===== src/hw/pra_port_pkg.sv =====
// types, event orderings and reset values shared by the port-status machines
// assumes all event pulses come from logic on the same system clock
package pra_port_pkg;

    // port states of the access-network machine; AN_TEST stands for the AN4 group
    typedef enum logic [2:0] {AN_101, AN_102, AN_11, AN_121, AN_122, AN_20, AN_30, AN_TEST}
        an_state_type;
    typedef enum logic [2:0] {LE_10, LE_11, LE_12, LE_20} le_state_type;

    // control function elements on the link between the machines
    typedef enum logic [3:0] {FE_NONE, FE_201, FE_202, FE_203, FE_204, FE_205, FE_206,
        FE_207, FE_208, FE_209, FE_210, FE_QR} fe_type;

    // digital-section failure reported to management
    typedef enum logic [3:0] {FLT_NONE, FLT_LOS, FLT_LFA, FLT_C, FLT_D, FLT_E, FLT_G,
        FLT_H, FLT_I, FLT_K, FLT_L} fault_type;

    // event order is service priority: failures, then management, then peer
    typedef enum logic [4:0] {EV_LOS, EV_LFA, EV_FC, EV_FD, EV_FE, EV_FG, EV_FH, EV_FK,
        EV_FL, EV_FI, EV_NOF, EV_UBR, EV_BI, EV_BR, EV_PAR, EV_PDR, EV_UF, EV_NF, EV_GI,
        EV_LXAR, EV_201, EV_203, EV_207, EV_208} an_ev_type;
    typedef enum logic [4:0] {LV_UBR, LV_BI, LV_DB, LV_DU, LV_202, LV_204, LV_205, LV_206,
        LV_209, LV_210} le_ev_type;

    // last field is the lowest bit, so the field order matches the event order
    typedef struct packed {
        logic nof, fe_i, fe_l, fe_k, fe_h, fe_g, fe_e, fe_d, fe_c, lfa, los;
    } ds_event_type;
    typedef struct packed {
        logic lxar, gi, nf, uf, pdr, par, br, bi, ubr;
    } an_mgmt_type;
    typedef struct packed {
        logic du, db, bi, ubr;
    } le_mgmt_type;

    // one-cycle indications toward each management
    typedef struct packed {
        logic ubr, ubi, bi, pai, pdi, nof, err, db, du, unexpected;
        fault_type cause;
    } an_ind_type;
    typedef struct packed {
        logic ubr, ubi, bi, br, gi, uf, nf, ai, di, unexpected;
    } le_ind_type;

    localparam int AN_EV_NUM = 24;
    localparam int LE_EV_NUM = 10;
    localparam an_state_type AN_RESET_STATE = AN_102;
    localparam le_state_type LE_RESET_STATE = LE_10;

    // lowest set bit wins; bit 5 of the result says whether any was set
    function automatic logic [5:0] first_set(input logic [31:0] v);
        logic [5:0] r;
        r = 6'h00;
        for (int i = 31; i >= 0; i--) begin
            if (v[i]) begin
                r = {1'b1, 5'(i)};
            end
        end
        return r;
    endfunction : first_set

endpackage : pra_port_pkg


===== src/hw/pra_port_status_fsm.sv =====
// port-status machines for a primary-rate user port: access-network machine here,
// local-exchange machine in le_port_fsm; both links are brought out to ports
// assumes every input is a one-cycle pulse from logic on CLK_SYS
`timescale 1ns/1ps

// Operation
// - normal frames in 1.01, 1.21, 2.0, 3.0 and AN4; RAI in 1.02, 1.1, 1.22; NOF advances 1.01 and 1.21
// - FE201 moves to remote unblock or operational; operational answers FE202
// - FE203 blocks, keeps PL state, ignored when already blocked
// - management unblock request acts by state to unblock or block
// - management block sends FE204 in every state but AN4 and enters a blocked state
// - PL activate from local unblock, PL deactivate back to blocked
// - loss of signal or alignment reports error, sends FE204 unless already blocked, enters 1.02
// - FE-C/G/H like loss, FE-D/E/K end in 1.01, FE-I indicates only
// - a new digital-section event replaces the previous failure
// - unexpected events hold state; no-change events still emit outputs
// - D-channel block and unblock in operational; leaving operational removes it
// - unblock request in stable states answers without state change
// - loop request in blocked or remote unblock sends FE-Q/R, enters AN4
// - LE unblock request and FE202 drive coordinated unblocking
// - LE block sends FE203; FE204 blocks with indications
// - LE passes block request, grading, user and network failure up
// - LE D-channel block and unblock only in operational
// - LE verify request in operational resends FE201
module pra_port_status_fsm
    import pra_port_pkg::*;
(
    // clock and reset
    input wire logic CLK_SYS,
    input wire logic SYS_RST,
    // access-network event inputs
    input wire ds_event_type DS_EVENT,
    input wire an_mgmt_type AN_MGMT,
    input wire fe_type AN_RX,
    // access-network outputs
    output fe_type AN_TX,
    output an_ind_type AN_IND,
    output an_state_type AN_STATE,
    output logic AN_RAI,
    output logic AN_DCH_BLOCKED,
    output fault_type AN_FAULT,
    // local-exchange machine
    input wire le_mgmt_type LE_MGMT,
    input wire fe_type LE_RX,
    output fe_type LE_TX,
    output le_ind_type LE_IND,
    output le_state_type LE_STATE
);

    logic [AN_EV_NUM-1:0] pend;
    logic [AN_EV_NUM-1:0] arrive;
    logic [AN_EV_NUM-1:0] clear;
    logic [5:0] pick;
    logic take;
    an_ev_type sel;
    an_state_type next_state;
    fe_type next_tx;
    an_ind_type next_ind;
    fault_type next_fault;

    // blocked substates
    function automatic logic blocked(input an_state_type s);
        return s == AN_101 || s == AN_102;
    endfunction : blocked

    // blocked and remote-unblock states
    function automatic logic pre_op(input an_state_type s);
        return s == AN_101 || s == AN_102 || s == AN_121 || s == AN_122;
    endfunction : pre_op

    // failure code reported for a digital-section event
    function automatic fault_type cause_of(input an_ev_type e);
        case (e)
            EV_LOS: return FLT_LOS;
            EV_LFA: return FLT_LFA;
            EV_FC: return FLT_C;
            EV_FD: return FLT_D;
            EV_FE: return FLT_E;
            EV_FG: return FLT_G;
            EV_FH: return FLT_H;
            EV_FK: return FLT_K;
            EV_FL: return FLT_L;
            EV_FI: return FLT_I;
            default: return FLT_NONE;
        endcase
    endfunction : cause_of

    // peer elements that the machine acts on; any other received code is dropped
    assign arrive = {AN_RX == FE_208, AN_RX == FE_207, AN_RX == FE_203, AN_RX == FE_201,
        AN_MGMT, DS_EVENT};
    assign pick = first_set(32'(pend));
    assign take = pick[5];
    assign sel = an_ev_type'(pick[4:0]);
    assign clear = take ? (AN_EV_NUM'(1) << pick[4:0]) : '0;

    // pending events; an arrival in the serving cycle is kept, set beats clear
    always_ff @(posedge CLK_SYS) begin
        if (SYS_RST) pend <= '0;
        else pend <= (pend & ~clear) | arrive;
    end

    // transition table; the AN4 group is left only by reset
    always_comb begin
        next_state = AN_STATE;
        next_tx = FE_NONE;
        next_ind = '0;
        next_fault = AN_FAULT;
        if (take && AN_STATE == AN_TEST) begin
            next_ind.unexpected = 1'b1;
        end else if (take) begin
            case (sel)
                EV_LOS, EV_LFA, EV_FC, EV_FG, EV_FH, EV_FL: begin
                    next_ind.err = 1'b1;
                    next_ind.cause = cause_of(sel);
                    next_fault = cause_of(sel);
                    if (!blocked(AN_STATE)) next_tx = FE_204;
                    next_state = AN_102;
                end
                EV_FD, EV_FE, EV_FK: begin
                    next_ind.err = 1'b1;
                    next_ind.cause = cause_of(sel);
                    next_fault = cause_of(sel);
                    if (!blocked(AN_STATE)) next_tx = FE_204;
                    next_state = AN_101;
                end
                EV_FI: begin
                    next_ind.err = 1'b1;
                    next_ind.cause = FLT_I;
                    next_fault = FLT_I;
                end
                EV_NOF: begin
                    next_fault = FLT_NONE;
                    next_ind.nof = pre_op(AN_STATE);
                    if (AN_STATE == AN_101) next_state = AN_102;
                    else if (AN_STATE == AN_121) next_state = AN_122;
                end
                EV_UBR: begin
                    case (AN_STATE)
                        AN_101: next_ind.bi = 1'b1;
                        AN_102: begin
                            next_tx = FE_202;
                            next_state = AN_11;
                        end
                        AN_11: next_tx = FE_202;
                        AN_121: begin
                            next_tx = FE_204;
                            next_ind.bi = 1'b1;
                            next_state = AN_101;
                        end
                        AN_122: begin
                            next_tx = FE_202;
                            next_ind.ubi = 1'b1;
                            next_state = AN_20;
                        end
                        AN_20: begin
                            next_tx = FE_202;
                            next_ind.ubi = 1'b1;
                        end
                        default: next_ind.pai = 1'b1;
                    endcase
                end
                EV_BI: begin
                    next_tx = FE_204;
                    if (AN_STATE == AN_121) next_state = AN_101;
                    else if (!blocked(AN_STATE)) next_state = AN_102;
                end
                EV_BR: begin
                    if (AN_STATE == AN_20) next_tx = FE_205;
                    else next_ind.unexpected = !blocked(AN_STATE);
                end
                EV_PAR: begin
                    if (AN_STATE == AN_11) begin
                        next_ind.pai = 1'b1;
                        next_state = AN_30;
                    end else next_ind.unexpected = (AN_STATE != AN_30);
                end
                EV_PDR: begin
                    if (AN_STATE == AN_30) begin
                        next_ind.pdi = 1'b1;
                        next_state = AN_102;
                    end else next_ind.unexpected = 1'b1;
                end
                EV_UF, EV_NF: begin
                    if (pre_op(AN_STATE)) next_tx = (sel == EV_UF) ? FE_209 : FE_210;
                    else next_ind.unexpected = 1'b1;
                end
                EV_GI: begin
                    if (AN_STATE == AN_20) next_tx = FE_206;
                    else next_ind.unexpected = 1'b1;
                end
                EV_LXAR: begin
                    if (pre_op(AN_STATE)) begin
                        next_tx = FE_QR;
                        next_state = AN_TEST;
                    end else next_ind.unexpected = 1'b1;
                end
                EV_201: begin
                    case (AN_STATE)
                        AN_101: begin
                            next_ind.ubr = 1'b1;
                            next_state = AN_121;
                        end
                        AN_102: begin
                            next_ind.ubr = 1'b1;
                            next_state = AN_122;
                        end
                        AN_121, AN_122: next_ind.ubr = 1'b1;
                        AN_20: begin
                            next_tx = FE_202;
                            next_ind.ubi = 1'b1;
                        end
                        default: begin
                            next_ind.ubi = 1'b1;
                            next_state = AN_20;
                        end
                    endcase
                end
                EV_203: begin
                    next_ind.bi = !blocked(AN_STATE);
                    if (AN_STATE == AN_121) next_state = AN_101;
                    else if (!blocked(AN_STATE) && AN_STATE != AN_30) next_state = AN_102;
                end
                EV_207, EV_208: begin
                    if (AN_STATE == AN_20) begin
                        next_ind.db = (sel == EV_207);
                        next_ind.du = (sel == EV_208);
                    end else next_ind.unexpected = 1'b1;
                end
                default: next_ind.unexpected = 1'b1;
            endcase
        end
    end

    // state, link element and indications are registered together
    always_ff @(posedge CLK_SYS) begin
        if (SYS_RST) begin
            AN_STATE <= AN_RESET_STATE;
            AN_TX <= FE_NONE;
            AN_IND <= '0;
        end else begin
            AN_STATE <= next_state;
            AN_TX <= next_tx;
            AN_IND <= next_ind;
        end
    end

    // signal toward the user; registered from the next state to stay glitch free
    always_ff @(posedge CLK_SYS) begin
        if (SYS_RST) AN_RAI <= 1'b1;
        else AN_RAI <= next_state == AN_102 || next_state == AN_11 || next_state == AN_122;
    end

    // only the latest digital-section report is held
    always_ff @(posedge CLK_SYS) begin
        if (SYS_RST) AN_FAULT <= FLT_NONE;
        else AN_FAULT <= next_fault;
    end

    // d-channel block cannot outlive the operational state
    always_ff @(posedge CLK_SYS) begin
        if (SYS_RST) AN_DCH_BLOCKED <= 1'b0;
        else if (next_state != AN_20) AN_DCH_BLOCKED <= 1'b0;
        else if (next_ind.db) AN_DCH_BLOCKED <= 1'b1;
        else if (next_ind.du) AN_DCH_BLOCKED <= 1'b0;
    end

    // exchange-side machine
    le_port_fsm u_le (
        .clk(CLK_SYS),
        .rst(SYS_RST),
        .mgmt(LE_MGMT),
        .rx(LE_RX),
        .tx(LE_TX),
        .ind(LE_IND),
        .state(LE_STATE)
    );
endmodule : pra_port_status_fsm


===== src/hw/le_port_fsm.sv =====
// local-exchange side port-status machine for one primary-rate user port
// assumes management pulses and link elements are synchronous to clk
`timescale 1ns/1ps
module le_port_fsm
    import pra_port_pkg::*;
(
    // clock and reset
    input wire logic clk,
    input wire logic rst,
    // management and link inputs
    input wire le_mgmt_type mgmt,
    input wire fe_type rx,
    // registered outputs
    output fe_type tx,
    output le_ind_type ind,
    output le_state_type state
);

    logic [LE_EV_NUM-1:0] pend;
    logic [LE_EV_NUM-1:0] arrive;
    logic [LE_EV_NUM-1:0] clear;
    logic [5:0] pick;
    logic take;
    le_ev_type sel;
    le_state_type next_state;
    fe_type next_tx;
    le_ind_type next_ind;

    // management first, then peer elements
    assign arrive = {rx == FE_210, rx == FE_209, rx == FE_206, rx == FE_205, rx == FE_204,
        rx == FE_202, mgmt};
    assign pick = first_set(32'(pend));
    assign take = pick[5];
    assign sel = le_ev_type'(pick[4:0]);
    assign clear = take ? (LE_EV_NUM'(1) << pick[4:0]) : '0;

    // a new arrival beats the clear of the same bit
    always_ff @(posedge clk) begin
        if (rst) pend <= '0;
        else pend <= (pend & ~clear) | arrive;
    end

    // transition table
    always_comb begin
        next_state = state;
        next_tx = FE_NONE;
        next_ind = '0;
        if (take) begin
            case (sel)
                LV_UBR: begin
                    next_tx = FE_201;
                    if (state == LE_10) next_state = LE_11;
                    else if (state == LE_12) begin
                        next_ind.ai = 1'b1;
                        next_state = LE_20;
                    end
                end
                LV_BI: begin
                    next_tx = FE_203;
                    next_state = LE_10;
                end
                LV_202: begin
                    case (state)
                        LE_10: begin
                            next_ind.ubr = 1'b1;
                            next_state = LE_12;
                        end
                        LE_11: begin
                            next_ind.ai = 1'b1;
                            next_state = LE_20;
                        end
                        LE_12: next_ind.ubr = 1'b1;
                        default: next_ind.ubi = 1'b1;
                    endcase
                end
                LV_204: begin
                    if (state != LE_10) begin
                        next_ind.bi = 1'b1;
                        next_ind.di = (state == LE_20);
                        next_state = LE_10;
                    end
                end
                LV_205: next_ind.br = (state == LE_20);
                LV_206: begin
                    next_ind.gi = (state == LE_20);
                    next_ind.unexpected = (state != LE_20);
                end
                LV_209, LV_210: begin
                    if (state == LE_10 || state == LE_11) begin
                        next_ind.uf = (sel == LV_209);
                        next_ind.nf = (sel == LV_210);
                    end else next_ind.unexpected = 1'b1;
                end
                LV_DB, LV_DU: begin
                    if (state == LE_20) next_tx = (sel == LV_DB) ? FE_207 : FE_208;
                    else next_ind.unexpected = 1'b1;
                end
                default: next_ind.unexpected = 1'b1;
            endcase
        end
    end

    // state and outputs move together
    always_ff @(posedge clk) begin
        if (rst) begin
            state <= LE_RESET_STATE;
            tx <= FE_NONE;
            ind <= '0;
        end else begin
            state <= next_state;
            tx <= next_tx;
            ind <= next_ind;
        end
    end
endmodule : le_port_fsm


===== config.mk =====
export PLATFORM = sky130hd
export DESIGN_NAME = pra_port_status_fsm
export DESIGN_NICKNAME = d
export VERILOG_FILES = /design/src/hw/pra_port_pkg.sv /design/src/hw/pra_port_status_fsm.sv /design/src/hw/le_port_fsm.sv
export SDC_FILE = /design/constraint.sdc
export NUM_CORES = 1
export LEC_CHECK = 0
export ABC_AREA = 1
export BUFFER_PORTS_ARGS = -buffer_cell sky130_fd_sc_hd__buf_2
export CORE_MARGIN = 3
export CORE_UTILIZATION = 41
export DETAILED_ROUTE_END_ITERATION = 8
export MAX_ROUTING_LAYER = met4
export PLACE_DENSITY = 0.71
export SYNTH_ARGS = -nofsm -noshare
export SYNTH_HDL_FRONTEND = slang
export SYNTH_HIERARCHICAL = 1
export SYNTH_SLANG_ARGS = --single-unit

===== constraint.sdc =====
create_clock -name CLK_SYS -period 3.2 [get_ports CLK_SYS]
set_input_delay 0.64 -clock CLK_SYS [delete_from_list [all_inputs] [get_ports CLK_SYS]]
set_output_delay 0.64 -clock CLK_SYS [all_outputs]
set_load 0.03 [all_outputs]

==> impl_metrics.toml <==
[run_status]
status = "complete, but fails checks"
violations = "negative setup slack"

[floorplanning]
num_rows = 36
die-area_um2 = 11600
core_um2 = 9910
io_pins = 78
initial_core_util_pct = 42.9
die_x_um = 108
die_h_um = 108

[global_route]
grt_max_degree = 29
grt_util_all_layers_pct = 23.0
grt_pass1_wl_um = 20400
overflow = 0
antenna_found_initial = 0
grt_pass1_vias = 4370

[clocking]
path_clk_slew_ns = 0.09
numCtsBuffers = 9
cts_max_level = 3
cts_tree = "yes"
cts_hold_buf = 0
insertion_delay_ns = 0.36
clock-sinks = 77
ctsRootBufferMaster = "clkbuf_8"
cts_buffer_depth = 2

[yosys]
synth.avg_cell_area_um2 = 6.89
synth-edff-count = 0
synth_ff_type = "dfxtp_1"
ys_types = 44
ys_seq_elements = 77
yosysSeqAreaShare_pct = 36.2
synth_nets = 657
synthArstFlopShare_pct = 0
synthCells = 617
synth_area_um2 = 4250
yosys_warnings = 6

[worst_setup_path]
crit_top_cell = "nand2_1"
crit_path_max_incr_delay_ns = 0.44
critPathRequiredTime_ns = 3.44
crit_path_end_kind = "register"
slowest_stage = "o41ai_4"
cp.arrival_ns = 3.47
start_kind = "register"
path_max_fanout = 3
path_class = "register to register"

[drt]
drc = 0
drt_iter0_drc = 281
firstDrtPassIters = 5
drt-total-wl_um = 12700
drtAntennaViolNets = 0
vias_per_cell = 5.13
vias = 4455
wl_per_cell_um = 14.6

[cells_and_area]
syn2layout_area_growth_pct = 26.7
final_nets = 770
layout-drive-gt1-share_pct = 32.1
diodes = 0
final_cells = 868
fillers = 977

[pwr]
power_mw = 2.54
p_leak_nw = 2.66
power_density_nw_per_um2 = 472
ir_drop_uv = 334

[run]
maxCapViolations = 0

[sta]
slew_viol_final = 0
hold_viol = 0
whs_ns = 0.471
max_freq_mhz = 310
timing.final.crit_period_ns = 3.23
worst_slew_pin_slew_ns = 0.649
setup-violations-final = 4
slew_headroom_pct = 56.5
fin_worst_skew_ns = 0.0148
setup_ws_ns = -0.0288
fin_crit_sh_pct = 101
rsz0062_at_grt = "yes"

[placement]
dpl.hpwl_um = 9750
place_congestion = 0.962
placedCellCount = 849
place.port_buffers = 76

[worst_hold_path]
min_path_type = "register to register"
area by class of cell:
class,count,area [um^2],area share (%)
multi-input combinational,422,2420,45.0
sequential,77,1540,28.7
timing repair buffer,110,651,12.1
inverter,110,420,7.80
tap,133,166,3.09
clock buffer,10,138,2.55
clock inverter,6,45.0,0.836
cells in the mapped netlist (7+ instances only):
library cell / number / share of area [%]
o21ai_0: 14 / 1.6
inv_2: 18 / 1.6
nand2_2: 14 / 2.1
nand3_1: 36 / 4.2
a21oi_1: 51 / 6.0
nor2_4: 11 / 2.9
nand2_1: 125 / 11
inv_1: 90 / 7.9
nor2_1: 88 / 7.8
nor2_2: 10 / 1.5
dfxtp_1: 77 / 36
nand4_1: 7 / 1.0
nor3_1: 13 / 1.5
state kept, by name, summed over array words and instances, names as in the netlist:
name / cells
pend: 24
AN_IND: 14
u_le/ind: 10
u_le/pend: 10
AN_FAULT: 4
AN_TX: 4
u_le/tx: 4
AN_STATE: 3
u_le/state: 2
AN_DCH_BLOCKED: 1
AN_RAI: 1
placed cells by master (no fill, tap or decap), drive strengths merged:
cell type / n
o32ai: 2
clkinv: 2
ha: 6
o211ai: 1
nand4: 7
o21ai: 18
clkbuf: 10
nor3: 16
o41ai: 1
dfxtp: 77
o21bai: 2
a21oi: 54
conb: 1
nor4: 4
a2111oi: 1
o21a: 3
nand2: 145
a211oi: 1
nand3: 42
clkinvlp: 3
o311ai: 1
inv: 111
o311a: 1
nor2: 112
a31oi: 1
o22ai: 2
or2: 1
buf: 110
timing repair:
| item | 4_1_cts | 5_1_grt |
|---|---|---|
| gates resized for setup | 12 | 43 |
| setup buffers | 1 | 3 |
| pin swaps | 3 | 21 |
| cloned | 0 | 0 |
| setup endpoints to repair | 6 | 20 |
worst max-delay path, delay by kind of cell, from the launching register on:
kind	cells	cell delay, ns
AND/OR/NAND/NOR	25	1.45
AO/OA/AOI/OAI	2	0.82
flip-flops	1	0.35
buffers and inverters	3	0.28
adder cells (fa/ha/maj)	1	0.19
per-stage QoR:
stage                     worst slack, ns  area (um^2)  utilization (%)     TNS, ns
after floorplan                     0.257         4250                -           0
after global placement         -0.0000422         4980             50.2  -0.0000422
after detailed placement          -0.0836         4980             50.2      -0.149
after CTS                         -0.0205         5220             52.6     -0.0482
after global routing               -0.445         5390             54.4       -4.35
final                             -0.0288         5390             54.4     -0.0627
worst paths after layout:
check	slack, ns	end	depth (start not counted)	startpoint
worst min-delay path	0.47	AN_FAULT[1]	2	AN_FAULT[1]
worst min register to register	0.47	AN_FAULT[1]	2	AN_FAULT[1]
worst max register to register	-0.03	AN_TX[1]	31	pend[22]
worst max-delay path	-0.03	AN_TX[1]	31	pend[22]
report_power, final:
group | internal (mW) | switching (mW)
sequential | 1.02 | 0.0492
clock | 0.307 | 0.390
combinational | 0.281 | 0.493
cells by family after synthesis:
group | after synthesis | synth area share [%]
buf+inv | 118 | 11.0
other cells | 1 | 0.0882
simple gates | 327 | 38.4
compound gates | 88 | 12.5
fa+ha+maj | 6 | 1.76
flops | 77 | 36.2
layer usage:
metal  routed length [um]  part of all wire [%]  vias to the layer above  GRT usage [%]
li1                     -                     -                     2173              -
met4                  456                   3.6                        0           11.0
met3                 1040                   8.2                       41           4.08
met5                    0                     0                        -              -
met2                 6040                    48                      205           38.3
met1                 5170                    41                     2036           26.8
Power figures use the tool's default switching activity.
